<file path="config.mk">
export PLATFORM = sky130hd
export DESIGN_NAME = eag_core
export DESIGN_NICKNAME = d
export VERILOG_FILES = /design/src/eag_pkg.sv /design/src/eag_scale.sv /design/src/eag_core.sv
export SDC_FILE = /design/constraint.sdc
export NUM_CORES = 1
export LEC_CHECK = 0
export BUFFER_PORTS_ARGS = -buffer_cell sky130_fd_sc_hd__buf_2
export CAP_MARGIN = 20
export CORE_MARGIN = 5
export CORE_UTILIZATION = 25
export DETAILED_ROUTE_END_ITERATION = 8
export GPL_TIMING_DRIVEN = 0
export PLACE_DENSITY = 0.49
export SYNTH_ARGS = -nofsm -noshare
export SYNTH_HDL_FRONTEND = slang
export SYNTH_SLANG_ARGS = --single-unit
export TNS_END_PERCENT = 5
</file>
<file path="constraint.sdc">
create_clock -name clk_i -period 10.55 [get_ports clk_i]
set_input_delay 1.055 -clock clk_i [delete_from_list [all_inputs] [get_ports clk_i]]
set_output_delay 1.055 -clock clk_i [all_outputs]
set_load 0.05 [all_outputs]
</file>
<file path="src/eag_pkg.sv">
/*
 * eag_pkg: shared constants and types of the effective address generator.
 * assumes: nothing beyond a SystemVerilog compiler; no timescale here.
 */
package eag_pkg;

    ////////////////////////////////////////////////////////////////////////////
    // widths
    localparam int ADDR_W = 32;
    localparam int DISP4_W = 4;
    localparam int DISP8_W = 8;
    localparam int DISP12_W = 12;
    localparam int IMM_W = 8;
    localparam int MIN_ADDR_W = 16;

    ////////////////////////////////////////////////////////////////////////////
    // operand size codes
    localparam logic [1:0] SIZE_BYTE = 2'h0;
    localparam logic [1:0] SIZE_WORD = 2'h1;
    localparam logic [1:0] SIZE_LONG = 2'h2;
    localparam logic [1:0] SIZE_RSVD = 2'h3;

    // shift amounts for scaling: x1, x2, x4
    localparam logic [1:0] SHIFT_BYTE = 2'h0;
    localparam logic [1:0] SHIFT_WORD = 2'h1;
    localparam logic [1:0] SHIFT_LONG = 2'h2;
    localparam logic [1:0] SHIFT_BRANCH = 2'h1;
    localparam logic [1:0] SHIFT_TRAP = 2'h2;

    // step values for post-increment and pre-decrement
    localparam logic [2:0] STEP_BYTE = 3'h1;
    localparam logic [2:0] STEP_WORD = 3'h2;
    localparam logic [2:0] STEP_LONG = 3'h4;

    // longword pc-relative base mask
    localparam logic [31:0] PC_LONG_MASK = 32'hffff_fffc;

    // reset values
    localparam logic [31:0] RST_WORD = 32'h0000_0000;

    ////////////////////////////////////////////////////////////////////////////
    // addressing and immediate modes
    typedef enum logic [3:0] {
        EAG_REG_DIRECT,
        EAG_REG_IND,
        EAG_POST_INC,
        EAG_PRE_DEC,
        EAG_REG_DISP,
        EAG_IDX_REG,
        EAG_GBR_DISP,
        EAG_IDX_GBR,
        EAG_PC_DISP,
        EAG_BR_DISP8,
        EAG_BR_DISP12,
        EAG_BR_REG,
        EAG_IMM_ZERO,
        EAG_IMM_SIGN,
        EAG_IMM_TRAP
    } eag_mode_t;

endpackage

</file>
<file path="src/eag_scale.sv">
/*
 * eag_scale: zero-extends a displacement field and scales it by 1, 2 or 4.
 * assumes: purely combinational; the caller decides which sizes are legal.
 */
`timescale 1ns/100ps

module eag_scale #(
    parameter int DISP_W = 4,
    parameter int OUT_W = 32
) (
    // displacement field
    input wire logic [DISP_W-1:0] disp_i,
    // operand size code
    input wire logic [1:0] size_i,
    // zero-extended scaled value
    output logic [OUT_W-1:0] scaled_o
);

    if (DISP_W < 1 || OUT_W < DISP_W + 2) begin : g_bad_width
        $error("eag_scale: output too narrow for scaled displacement");
    end

    logic [OUT_W-1:0] zext;

    assign zext = {{(OUT_W-DISP_W){1'b0}}, disp_i};

    always_comb begin
        case (size_i)
            eag_pkg::SIZE_BYTE: scaled_o = zext << eag_pkg::SHIFT_BYTE;
            eag_pkg::SIZE_WORD: scaled_o = zext << eag_pkg::SHIFT_WORD;
            eag_pkg::SIZE_LONG: scaled_o = zext << eag_pkg::SHIFT_LONG;
            default: scaled_o = '0;
        endcase
    end

endmodule

</file>
<file path="src/eag_core.sv">
/*
 * eag_core: effective address generator of a 32-bit core with 16-bit
 * instructions; one request per cycle, results registered one cycle later.
 * assumes: decoder presents mode, size, register values and fields
 * synchronous to clk_i; the register file applies the write-back.
 */
`timescale 1ns/100ps

////////////////////////////////////////////////////////////////////////////////
// Operation
// - register direct: the register itself is the operand, no address
// - register indirect: register contents are the address, register untouched
// - post-increment: address is register; register then grows by 1/2/4
// - pre-decrement: register shrinks by 1/2/4 first, written back, used as address
// - register plus 4-bit displacement, zero-extended, scaled by size
// - indexed register: general register plus index register zero
// - base register plus 8-bit displacement, zero-extended, scaled by size
// - indexed base: base register plus index register zero
// - pc-relative data: 8-bit zero-extended displacement times 2 or 4 plus pc
// - longword pc-relative data clears the two low pc bits first
// - 8-bit branch: sign-extend, times 2, add to pc
// - 12-bit branch: sign-extend, times 2, add to pc
// - register branch: pc plus general register
// - test/and/or/xor immediate is zero-extended to 32 bits
// - move/add/compare-equal immediate is sign-extended to 32 bits
// - trap immediate is zero-extended and multiplied by 4
module eag_core #(
    parameter int ADDR_W = eag_pkg::ADDR_W
) (
    // clock, reset, enable
    input wire logic clk_i,
    input wire logic sys_rst_i,
    input wire logic clk_en_i,
    // request from decoder
    input wire logic req_valid_i,
    input wire eag_pkg::eag_mode_t mode_i,
    input wire logic [1:0] size_i,
    input wire logic [eag_pkg::DISP12_W-1:0] disp_i,
    input wire logic [eag_pkg::IMM_W-1:0] imm_i,
    // register values
    input wire logic [ADDR_W-1:0] general_reg_n_i,
    input wire logic [ADDR_W-1:0] index_reg_zero_i,
    input wire logic [ADDR_W-1:0] global_base_reg_i,
    input wire logic [ADDR_W-1:0] pc_i,
    // memory address result
    output logic ea_valid_o,
    output logic [ADDR_W-1:0] ea_o,
    // register direct operand
    output logic opnd_valid_o,
    output logic [ADDR_W-1:0] opnd_o,
    // register write-back
    output logic wb_en_o,
    output logic wb_pre_o,
    output logic [ADDR_W-1:0] wb_data_o,
    // branch target
    output logic tgt_valid_o,
    output logic [ADDR_W-1:0] tgt_o,
    // extended immediate or trap vector offset
    output logic imm_valid_o,
    output logic [ADDR_W-1:0] imm_o,
    // illegal size for the requested mode
    output logic size_err_o
);

    // masks and checks are written for the full 32-bit word
    if (ADDR_W < eag_pkg::MIN_ADDR_W || ADDR_W > eag_pkg::ADDR_W) begin : g_bad_width
        $error("eag_core: ADDR_W outside supported range");
    end

    ////////////////////////////////////////////////////////////////////////////
    // operand decode

    logic take;
    logic [2:0] step;
    logic [ADDR_W-1:0] step_w;
    logic [ADDR_W-1:0] disp4_scaled;
    logic [ADDR_W-1:0] disp8_scaled;
    logic [ADDR_W-1:0] pc_base;
    logic [ADDR_W-1:0] br8_off;
    logic [ADDR_W-1:0] br12_off;
    logic [ADDR_W-1:0] pc_mask;
    logic size_ok;
    logic pc_size_ok;

    assign take = req_valid_i && clk_en_i;

    always_comb begin
        case (size_i)
            eag_pkg::SIZE_BYTE: step = eag_pkg::STEP_BYTE;
            eag_pkg::SIZE_WORD: step = eag_pkg::STEP_WORD;
            eag_pkg::SIZE_LONG: step = eag_pkg::STEP_LONG;
            default: step = 3'h0;
        endcase
    end

    assign step_w = {{(ADDR_W-3){1'b0}}, step};
    assign size_ok = (size_i != eag_pkg::SIZE_RSVD);
    // pc-relative data has no byte form
    assign pc_size_ok = (size_i == eag_pkg::SIZE_WORD) || (size_i == eag_pkg::SIZE_LONG);

    eag_scale #(
        .DISP_W(eag_pkg::DISP4_W),
        .OUT_W(ADDR_W)
    ) u_scale_d4 (
        .disp_i(disp_i[eag_pkg::DISP4_W-1:0]),
        .size_i(size_i),
        .scaled_o(disp4_scaled)
    );

    eag_scale #(
        .DISP_W(eag_pkg::DISP8_W),
        .OUT_W(ADDR_W)
    ) u_scale_d8 (
        .disp_i(disp_i[eag_pkg::DISP8_W-1:0]),
        .size_i(size_i),
        .scaled_o(disp8_scaled)
    );

    assign pc_mask = eag_pkg::PC_LONG_MASK[ADDR_W-1:0];
    assign pc_base = (size_i == eag_pkg::SIZE_LONG) ? (pc_i & pc_mask) : pc_i;

    // sign-extended branch offsets, times 2
    assign br8_off = {{(ADDR_W-eag_pkg::DISP8_W){disp_i[eag_pkg::DISP8_W-1]}},
                      disp_i[eag_pkg::DISP8_W-1:0]} << eag_pkg::SHIFT_BRANCH;
    assign br12_off = {{(ADDR_W-eag_pkg::DISP12_W){disp_i[eag_pkg::DISP12_W-1]}},
                       disp_i} << eag_pkg::SHIFT_BRANCH;

    ////////////////////////////////////////////////////////////////////////////
    // next values

    logic ea_valid_d;
    logic [ADDR_W-1:0] ea_d;
    logic opnd_valid_d;
    logic wb_en_d;
    logic wb_pre_d;
    logic [ADDR_W-1:0] wb_data_d;
    logic tgt_valid_d;
    logic [ADDR_W-1:0] tgt_d;
    logic imm_valid_d;
    logic [ADDR_W-1:0] imm_d;
    logic size_err_d;

    always_comb begin
        ea_valid_d = 1'b0;
        ea_d = general_reg_n_i;
        opnd_valid_d = 1'b0;
        wb_en_d = 1'b0;
        wb_pre_d = 1'b0;
        wb_data_d = general_reg_n_i;
        tgt_valid_d = 1'b0;
        tgt_d = pc_i;
        imm_valid_d = 1'b0;
        imm_d = '0;
        size_err_d = 1'b0;
        case (mode_i)
            eag_pkg::EAG_REG_DIRECT: opnd_valid_d = 1'b1;
            eag_pkg::EAG_REG_IND: begin
                ea_valid_d = size_ok;
                size_err_d = !size_ok;
            end
            eag_pkg::EAG_POST_INC: begin
                ea_valid_d = size_ok;
                wb_en_d = size_ok;
                wb_data_d = general_reg_n_i + step_w;
                size_err_d = !size_ok;
            end
            eag_pkg::EAG_PRE_DEC: begin
                ea_valid_d = size_ok;
                ea_d = general_reg_n_i - step_w;
                wb_en_d = size_ok;
                wb_pre_d = size_ok;
                wb_data_d = general_reg_n_i - step_w;
                size_err_d = !size_ok;
            end
            eag_pkg::EAG_REG_DISP: begin
                ea_valid_d = size_ok;
                ea_d = general_reg_n_i + disp4_scaled;
                size_err_d = !size_ok;
            end
            eag_pkg::EAG_IDX_REG: begin
                ea_valid_d = size_ok;
                ea_d = general_reg_n_i + index_reg_zero_i;
                size_err_d = !size_ok;
            end
            eag_pkg::EAG_GBR_DISP: begin
                ea_valid_d = size_ok;
                ea_d = global_base_reg_i + disp8_scaled;
                size_err_d = !size_ok;
            end
            eag_pkg::EAG_IDX_GBR: begin
                ea_valid_d = size_ok;
                ea_d = global_base_reg_i + index_reg_zero_i;
                size_err_d = !size_ok;
            end
            eag_pkg::EAG_PC_DISP: begin
                ea_valid_d = pc_size_ok;
                ea_d = pc_base + disp8_scaled;
                size_err_d = !pc_size_ok;
            end
            eag_pkg::EAG_BR_DISP8: begin
                tgt_valid_d = 1'b1;
                tgt_d = pc_i + br8_off;
            end
            eag_pkg::EAG_BR_DISP12: begin
                tgt_valid_d = 1'b1;
                tgt_d = pc_i + br12_off;
            end
            eag_pkg::EAG_BR_REG: begin
                tgt_valid_d = 1'b1;
                tgt_d = pc_i + general_reg_n_i;
            end
            eag_pkg::EAG_IMM_ZERO: begin
                imm_valid_d = 1'b1;
                imm_d = {{(ADDR_W-eag_pkg::IMM_W){1'b0}}, imm_i};
            end
            eag_pkg::EAG_IMM_SIGN: begin
                imm_valid_d = 1'b1;
                imm_d = {{(ADDR_W-eag_pkg::IMM_W){imm_i[eag_pkg::IMM_W-1]}}, imm_i};
            end
            eag_pkg::EAG_IMM_TRAP: begin
                imm_valid_d = 1'b1;
                imm_d = {{(ADDR_W-eag_pkg::IMM_W){1'b0}}, imm_i} << eag_pkg::SHIFT_TRAP;
            end
            default: size_err_d = 1'b0;
        endcase
    end

    ////////////////////////////////////////////////////////////////////////////
    // strobes: set from each taken request, held unchanged while clk_en_i is low

    always_ff @(posedge clk_i or posedge sys_rst_i) begin
        if (sys_rst_i) begin
            ea_valid_o <= 1'b0;
            opnd_valid_o <= 1'b0;
            wb_en_o <= 1'b0;
            tgt_valid_o <= 1'b0;
            imm_valid_o <= 1'b0;
            size_err_o <= 1'b0;
        end else if (clk_en_i) begin
            ea_valid_o <= take && ea_valid_d;
            opnd_valid_o <= take && opnd_valid_d;
            wb_en_o <= take && wb_en_d;
            tgt_valid_o <= take && tgt_valid_d;
            imm_valid_o <= take && imm_valid_d;
            size_err_o <= take && size_err_d;
        end
    end

    // data words hold between requests
    always_ff @(posedge clk_i or posedge sys_rst_i) begin
        if (sys_rst_i) begin
            ea_o <= eag_pkg::RST_WORD[ADDR_W-1:0];
            opnd_o <= eag_pkg::RST_WORD[ADDR_W-1:0];
        end else if (take) begin
            ea_o <= ea_d;
            opnd_o <= general_reg_n_i;
        end
    end

    always_ff @(posedge clk_i or posedge sys_rst_i) begin
        if (sys_rst_i) begin
            wb_pre_o <= 1'b0;
            wb_data_o <= eag_pkg::RST_WORD[ADDR_W-1:0];
        end else if (take) begin
            wb_pre_o <= wb_pre_d;
            wb_data_o <= wb_data_d;
        end
    end

    always_ff @(posedge clk_i or posedge sys_rst_i) begin
        if (sys_rst_i) begin
            tgt_o <= eag_pkg::RST_WORD[ADDR_W-1:0];
            imm_o <= eag_pkg::RST_WORD[ADDR_W-1:0];
        end else if (take) begin
            tgt_o <= tgt_d;
            imm_o <= imm_d;
        end
    end
endmodule

</file>
==> results of run 1 <==
[logic make-up after synthesis]
group	share of synthesized area, %
flip-flops	21.8
XOR/XNOR	9.40
multiplexers	2.31
buffers and inverters	5.91
AND/OR/NAND/NOR	22.8
adder cells (fa/ha/maj)	9.90
AO/OA/AOI/OAI	27.9
[state kept, by name, indices dropped and copies added (netlist names), 11 cells and up]
name and count:
ea_o 32, tgt_o 32, opnd_o 32, wb_data_o 32
imm_o 11
[critical path, cell delays in order]
cell	delay (ps)
buf_2	130
clkbuf_1	640
nand3_1	880
clkbuf_1	540
mux2_2	380
ha_1	260
clkbuf_1	260
nand3_1	150
or3_1	410
a211oi_1	500
or3_1	250
xnor2_1	150
nor2_1	80
a2111oi_0	430
o221ai_1	370
a32o_1	320
[cells in the mapped netlist, drive strengths merged (26+ instances only)]
master	instances	area share, %
nand2	302	6.8
nor2	204	4.6
o21ai	193	5.8
a21oi	175	5.3
dfrtp	146	22
ha	123	9.2
clkbuf	112	2.5
xnor2	110	5.7
xor2	70	3.7
nor3	67	2.0
inv	60	1.3
nand3	56	1.7
buf	47	2.0
a31oi	40	1.5
a21o	38	1.7
or3	37	1.4
a221oi	32	1.7
a211oi	31	1.4
nand4	31	1.2
mux2	30	2.0
and2	26	0.97
[final timing paths]
path                            start         end
hold / removal             opnd_o[21]  opnd_o[21]
hold reg to reg            opnd_o[21]  opnd_o[21]
setup / recovery            mode_i[0]    ea_o[18]
min in group asynchronous   sys_rst_i  opnd_o[24]
setup reg to reg            imm_o[30]   imm_o[30]
max in group asynchronous   sys_rst_i   tgt_o[11]
[routing by layer]
layer  track usage, %  vias to the layer above  wire length, um  part of all wire [%]
li1                 -                     8980                -                     -
met1             35.1                     9513            42700                    44
met2             41.1                      840            44000                    46
met3             4.45                      119             6400                   6.7
met4             8.61                        2             2860                   3.0
met5                0                        -               13                 0.014
[per-stage QoR]
stage | hold slack (ps) | worst slack [ps] | area [um^2] | instances
6_report | 475 | 4100 | 20200 | 3494
5_1_grt | 496 | 3860 | 20200 | 3491
4_1_cts | 476 | 4150 | 20200 | 3484
3_5_place_dp | 459 | 3610 | 19500 | 3453
3_3_place_gp | 455 | 3080 | 19500 | 3449
2_1_floorplan | 744 | 5570 | 16800 | 2255
[where the power goes]
group | leakage (nW) | switching [mW] | internal, mW
clock network | 0.298 | 0.306 | 0.395
logic | 6.59 | 0.866 | 0.350
registers | 1.77 | 0.0573 | 0.636
total | 8.66 | 1.23 | 1.38
[cell type report]
type	instances	area, um^2
fillers	7393	46600
multi-input cells	1889	12100
flip-flops and latches	146	3650
repair buffers	326	1680
well taps	873	1090
plain buffers	160	766
clock buffers	19	433
inverters	60	233
clock inverters	12	181
diodes	9	22.5
==> metrics.txt, run 1 <==
status=complete, no violations; setup_tns=0 ps; CP endpoint kind=register; final setup vio count=0; post-route ant nets=0; Max-slew headroom=21.2%; Post-synth top flop=dfrtp_1; hold_buf cts=0; RSZ-0062 raised after global routing=no; Synth cell types=88; post-synthesis sequential area ratio=21.8%; final core utilization=30.2%; hold path cells=2; most common cell after layout, fill and taps aside=buf_2; fin. max-slew vios=0; via count=19454; Max Cap Viol=0; Least-Margin Pin Slew=1180 ps; Cells after Synth=2255; crit path max fanout=10; drt drc=0; Reg clk slew, reported paths=80 ps; largest net degree at the start of global routing=~110; CTS Buf Count=17; Synth warnings=0; CTS tree=built; Final nets=a little under 3000; period utilisation layout=a little over 60%; crit start category=input pin; DRT Pass-1 Iters=6; Max Clock Freq=155 MHz; most frequent cells in the layout=buf_2, nand2_1, nor2_1, o21ai_0, a21oi_1; Crit path required time=10950 ps; Max rail drop VDD=104 uV; crit path DAT=6850 ps; clk buf depth=2; initial antenna violation count=11; overall die width=269 um; die area=72400 um^2; Site Rows=95; Post-synth EDFFs=0; leakage=approximately 8.7 nW; H-tree depth=4; Synth async-reset ratio=between 90% and 100%; Sink Count=approximately 150; Worst Hold Class=reg -> reg; die height=269 um; minimum clock period=6450 ps; overflow left after global routing=0; Setup CP Type=in -> reg; number of global-route vias before repair=19022; layout cells sized above 1=17.5%; cell area after synthesis=approximately 17000 um^2; io pins=325; DR iter-0 viols=around 1900; final clock skew=0 ps; Hold Fails Final Rpt=0; Reg2Reg Setup Slack=9490 ps; Yosys reg bits=~150; core area=66800 um^2; Total GRT Usage=25.6%; DR vias/cell=approximately 5.6; syn avg cell area=7.44 um^2; clock latency on the worst-skew pair=500 ps; R2R depth=1; routed length per instance=around 27 um; total design power=2.61 mW; Syn-to-layout area delta=20.4%; global-route wire length before repair=135000 um; post-DP HPWL=78200 um; initial cell density of the core=25.1%; total of cells resized after clock tree synthesis=0; Mapped Nets=2541; gpl congestion=between 0.9 and 1; Pwr Density=129 nW/um^2; Routed WL=96000 um; Root Buffer=clkbuf_16; I/O Buffers=321; # Post-CTS Setup Buffers=0
No activity file was read; power rests on OpenSTA's default activity.
==> run 2, diff against run 1 <==
--- a/config.mk
+++ b/config.mk
@@ -11,7 +11,7 @@
 export CORE_UTILIZATION = 25
 export DETAILED_ROUTE_END_ITERATION = 8
 export GPL_TIMING_DRIVEN = 0
-export PLACE_DENSITY = 0.49
+export PLACE_DENSITY = 0.51
 export SYNTH_ARGS = -nofsm -noshare
 export SYNTH_HDL_FRONTEND = slang
 export SYNTH_SLANG_ARGS = --single-unit
==> constraint.sdc (replaced) <==
create_clock -name clk_i -period 5.7 [get_ports clk_i]
set_input_delay 0.57 -clock clk_i [delete_from_list [all_inputs] [get_ports clk_i]]
set_output_delay 0.57 -clock clk_i [all_outputs]
set_load 0.05 [all_outputs]
==> metrics.txt, run 2 (synthesized netlist as in run 1, its figures left out) <==
status=complete, no violations (unchanged); period utilisation layout=95.6%; Total GRT Usage=23.8% (was 25.6%); total of cells resized after clock tree synthesis=0 (unchanged); io pins=325 (unchanged); setup_tns=0 ps (unchanged); Placed Area=19600 um^2 (was 19500 um^2); worst r2r dst=imm_o[30] (unchanged); most common cell after layout, fill and taps aside=buf_2 (unchanged); DR vias/cell=5.52 (was 5.57); Routed WL=89500 um (was 96000 um); gpl congestion=0.980 (was 0.951); Comb power frac=46.5% (was 46.6%); clk buf depth=2 (unchanged); switching portion of total power=46.3% (was 47.1%); initial cell density of the core=25.1% (unchanged); CP endpoint kind=register (unchanged); # Post-CTS Setup Buffers=0 (unchanged); overflow left after global routing=0 (unchanged); GR Util met2=37.0% (was 41.1%); Sink Count=146 (unchanged); Worst Hold Class=in -> async (was reg -> reg); Final nets=2886 (unchanged); Pwr Density=240 nW/um^2 (was 129 nW/um^2); largest net degree at the start of global routing=81 (was 108); R2R depth=1 (unchanged); die height=269 um (unchanged); DR iter-0 viols=2370 (was 1877); CTS Buf Count=17 (unchanged); Setup CP Type=in -> reg (unchanged); Least-Margin Pin Slew=1150 ps (was 1180 ps); crit path max fanout=19 (was 10); via count=19263 (was 19454); number of global-route vias before repair=18307 (was 19022); Hold Fails Final Rpt=0 (unchanged); FF-to-FF Start=imm_o[30] (unchanged); core area=66800 um^2 (unchanged); fin cells=3491 (was 3494); most frequent cells in the layout=buf_2, nand2_1, nor2_1, o21ai_0, a21oi_1 (unchanged); Root Buffer=clkbuf_16 (unchanged); busiest layer in global routing=met2 (unchanged); drt drc=0 (unchanged); final setup vio count=0 (unchanged); layout cells sized above 1=17.6% (was 17.5%); overall die width=269 um (unchanged); post-placement cell count=3454 (was 3453); RSZ-0062 raised after global routing=no (unchanged); post-route ant nets=0 (unchanged); I/O Buffers=321 (unchanged); Max rail drop VDD=199 uV (was 104 uV); clock latency on the worst-skew pair=500 ps (about the same); post-DP HPWL=72800 um (was 78200 um); minimum clock period=5450 ps; routed length per instance=25.6 um (was 27.5 um); global-route wire length before repair=126000 um (was 135000 um); Syn-to-layout area delta=20.7% (was 20.4%); Clk pwr share=27.5% (was 26.9%); Reg2Reg Setup Slack=4650 ps (was 9490 ps); Crit path required time=6080 ps (was 10950 ps); Hold WS=98.6 ps (was 475 ps); die area=72400 um^2 (unchanged); cell area after layout=20200 um^2 (about the same); Site Rows=95 (unchanged); leakage=8.69 nW (was 8.66 nW); H-tree depth=4 (unchanged); hold_buf cts=0 (unchanged); fin. max-slew vios=0 (unchanged); NetSw=2.25 mW (was 1.23 mW); initial antenna violation count=10 (was 11); Flop pwr share=26.0% (was 26.5%); final core utilization=30.3% (was 30.2%); met3 Track Usage GR=5.62% (was 4.45%); CTS tree=built (unchanged); P_int=2.61 mW (was 1.38 mW); routing usage on met1=31.9% (was 35.1%); Max Clock Freq=184 MHz; crit path DAT=5830 ps (was 6850 ps); Filler cells=7443 (was 7393); DRT Pass-1 Iters=8 (was 6); crit start category=input pin (unchanged); Max-slew headroom=23.3% (was 21.2%); Reg clk slew, reported paths=70 ps (was 80 ps); final clock skew=0 ps (unchanged); Max Cap Viol=0 (unchanged)
-- run 2: through the flow --
step | total power, mW | setup slack, ps
floorplan | 2.77 | 1210
global placement | 3.50 | -1380
detailed placement | 3.50 | -350
CTS | 4.85 | 188
global route | 5.08 | 26.9
finish | 4.85 | 251
-- run 2: power groups by stage --
stage	registers, mW	logic [mW]	clock network (mW)
global placement	1.27	2.22	0
finish	1.26	2.26	1.33
global route	1.28	2.41	1.39
floorplan	1.77	1.00	0
CTS	1.26	2.23	1.35
detailed placement	1.28	2.22	0
-- run 2: how the worst max path moves through the flow --
stage / start / to / cells after the start
floorplan: sys_rst_i / ea_o[0] / 1
global placement: sys_rst_i / tgt_o[4] / 2
detailed placement: mode_i[3] / ea_o[18] / 17
CTS: mode_i[3] / ea_o[18] / 17
global route: mode_i[3] / ea_o[18] / 17
finish: mode_i[3] / tgt_o[28] / 16
-- run 2: metal layers --
metal,share of wire [%],wire [um],up-vias
met5,0.042,38,-
met4,4.2,3740,6
met3,8.4,7560,156
met2,44,39500,879
met1,43,38700,9262
li1,-,-,8960
-- run 2: final cells by class --
cell class | count | area (um^2) | share of cell area (%)
buffer | 160 | 766 | 3.78
inverter | 60 | 233 | 1.15
antenna | 6 | 15.0 | 0.0741
timing repair buffer | 326 | 1700 | 8.40
multi-input combinational | 1889 | 12100 | 59.9
tap | 873 | 1090 | 5.39
clock buffer | 17 | 425 | 2.10
clock inverter | 14 | 229 | 1.13
sequential | 146 | 3650 | 18.0
-- run 2: critical path, cell delays in order --
cell and delay [ps]:
clkbuf_1 300, nor2b_1 180, clkbuf_1 390, a21boi_0 300, a31oi_1 500, inv_1 510
ha_1 550, nand4_1 180, nor3_1 240, o21ai_0 270, a2111oi_0 750, o21ai_0 290
o21ai_0 300, xnor2_1 100, a221oi_1 280, a21oi_1 120
==> run 3, diff against run 2 <==
--- a/config.mk
+++ b/config.mk
@@ -7,11 +7,13 @@
 export LEC_CHECK = 0
 export BUFFER_PORTS_ARGS = -buffer_cell sky130_fd_sc_hd__buf_2
 export CAP_MARGIN = 20
+export CELL_PAD_IN_SITES_DETAIL_PLACEMENT = 1
+export CELL_PAD_IN_SITES_GLOBAL_PLACEMENT = 1
 export CORE_MARGIN = 5
 export CORE_UTILIZATION = 25
 export DETAILED_ROUTE_END_ITERATION = 8
 export GPL_TIMING_DRIVEN = 0
-export PLACE_DENSITY = 0.51
+export PLACE_DENSITY = 0.63
 export SYNTH_ARGS = -nofsm -noshare
 export SYNTH_HDL_FRONTEND = slang
 export SYNTH_SLANG_ARGS = --single-unit
==> metrics.txt, run 3 (synthesized netlist as in run 1, its figures left out) <==
status=complete, no violations (unchanged); most frequent cells in the layout=buf_2, nand2_1, nor2_1, o21ai_0, a21oi_1 (unchanged); Max Clock Freq=185 MHz (was 184 MHz); Setup WS post-layout=302 ps (was 251 ps); crit path max fanout=19 (unchanged); setup_tns=0 ps (unchanged); Placed Area=19600 um^2 (about the same); Total GRT Usage=26.4% (was 23.8%); # Post-CTS Setup Buffers=0 (unchanged); Sink Count=146 (unchanged); worst r2r dst=imm_o[30] (unchanged); fin. max-slew vios=0 (unchanged); Max-slew headroom=22.9% (was 23.3%); Reg clk slew, reported paths=80 ps (was 70 ps); Least-Margin Pin Slew=1140 ps (was 1150 ps); overall die width=269 um (unchanged); Root Buffer=clkbuf_16 (unchanged); post-placement cell count=3454 (unchanged); RSZ-0062 raised after global routing=yes (was no); leakage=8.65 nW (was 8.69 nW); most common cell after layout, fill and taps aside=buf_2 (unchanged); Routed WL=98500 um (was 89500 um); Site Rows=95 (unchanged); Pwr Density=236 nW/um^2 (was 240 nW/um^2); via count=19518 (was 19263); CP endpoint kind=register (unchanged); minimum clock period=5400 ps (was 5450 ps); clock latency on the worst-skew pair=500 ps (about the same); final setup vio count=0 (unchanged); Hold WS=21.4 ps (was 98.6 ps); R2R depth=1 (unchanged); cell area after layout=20200 um^2 (about the same); crit path DAT=5770 ps (was 5830 ps); DR vias/cell=5.59 (was 5.52); core area=66800 um^2 (unchanged); DR iter-0 viols=1429 (was 2370); Filler cells=8305 (was 7443); final clock skew=0 ps (unchanged); post-DP HPWL=80400 um (was 72800 um); H-tree depth=4 (unchanged); io pins=325 (unchanged); drt drc=0 (unchanged); final core utilization=30.2% (was 30.3%); pre-CTS setup slack=-805 ps (was -350 ps); Hold Fails Final Rpt=0 (unchanged); Max Cap Viol=0 (unchanged); crit start category=input pin (unchanged); overflow left after global routing=0 (unchanged); Reg2Reg Setup Slack=4580 ps (was 4650 ps); number of global-route vias before repair=20025 (was 18307); die area=72400 um^2 (unchanged); Syn-to-layout area delta=20.4% (was 20.7%); die height=269 um (unchanged); fin cells=3492 (was 3491); FF-to-FF Start=imm_o[30] (unchanged); period utilisation layout=94.7% (was 95.6%); gpl congestion=0.949 (was 0.980); Crit path required time=6070 ps (was 6080 ps); Final nets=2886 (unchanged); clk buf depth=2 (unchanged); largest net degree at the start of global routing=109 (was 81); layout cells sized above 1=17.6% (about the same); initial antenna violation count=7 (was 10); Max rail drop VDD=219 uV (was 199 uV); total design power=4.77 mW (was 4.85 mW); global-route wire length before repair=140000 um (was 126000 um); I/O Buffers=321 (unchanged); DRT Pass-1 Iters=7 (was 8); hold_buf cts=0 (unchanged); Setup CP Type=in -> reg (unchanged); post-route ant nets=0 (unchanged); routed length per instance=28.2 um (was 25.6 um); CTS Buf Count=17 (unchanged); initial cell density of the core=25.1% (unchanged); CTS tree=built (unchanged); Worst Hold Class=in -> async (unchanged)
[run 3: cell types whose count changed in the layout (fill, tap and decap cells not counted), sizes merged]
| cell | before | now |
|---|---|---|
| clkinvlp | 2 | 5 |
| inv | 63 | 61 |
| bufinv | 5 | 2 |
| clkbuf | 129 | 131 |
| diode | 6 | 7 |
[run 3: final cells by class]
cell class,instances,area [um^2],share of cell area [%]
multi-input combinational,1889,12100,60.1
sequential,146,3650,18.1
timing repair buffer,326,1710,8.47
tap,873,1090,5.41
buffer,160,768,3.80
clock buffer,19,443,2.19
inverter,60,233,1.15
clock inverter,12,134,0.663
antenna,7,17.5,0.0868
[run 3: worst max path at each step]
stage | startpoint | end
after floorplan | sys_rst_i | ea_o[0]
after global placement | sys_rst_i | tgt_o[4]
after detailed placement | mode_i[3] | ea_o[18]
after CTS | mode_i[3] | ea_o[18]
after global routing | mode_i[3] | tgt_o[25]
final | mode_i[1] | tgt_o[25]
[run 3: per-layer routing]
metal | global-route usage, % | share of wire [%] | vias up | wire (um)
li1 | - | - | 8941 | -
met1 | 35.0 | 44 | 9800 | 43700
met2 | 43.7 | 47 | 648 | 45900
met3 | 4.64 | 5.8 | 129 | 5750
met4 | 8.52 | 3.2 | 0 | 3160
met5 | 0 | 0 | - | 0
[run 3: critical path: stages]
cell and delay [ps]:
buf_2 160, nor2b_1 320, clkbuf_1 740, a31oi_1 380, inv_1 660, ha_1 440
a21o_1 220, a31oi_1 190, o21ai_0 110, a221oi_1 560, o211ai_1 260, a41oi_1 360
o21ai_0 170, xor2_1 160, a221oi_1 330, o21ai_0 120
[run 3: repair_timing]
action                                  4_1_cts  5_1_grt
cloned                                        0        0
resized for setup                             1        5
endpoints found under the setup margin        2        5
[run 3: power by group]
part	internal, mW	switching, mW
registers	1.18	0.108
clock network	0.652	0.560
logic	0.651	1.62
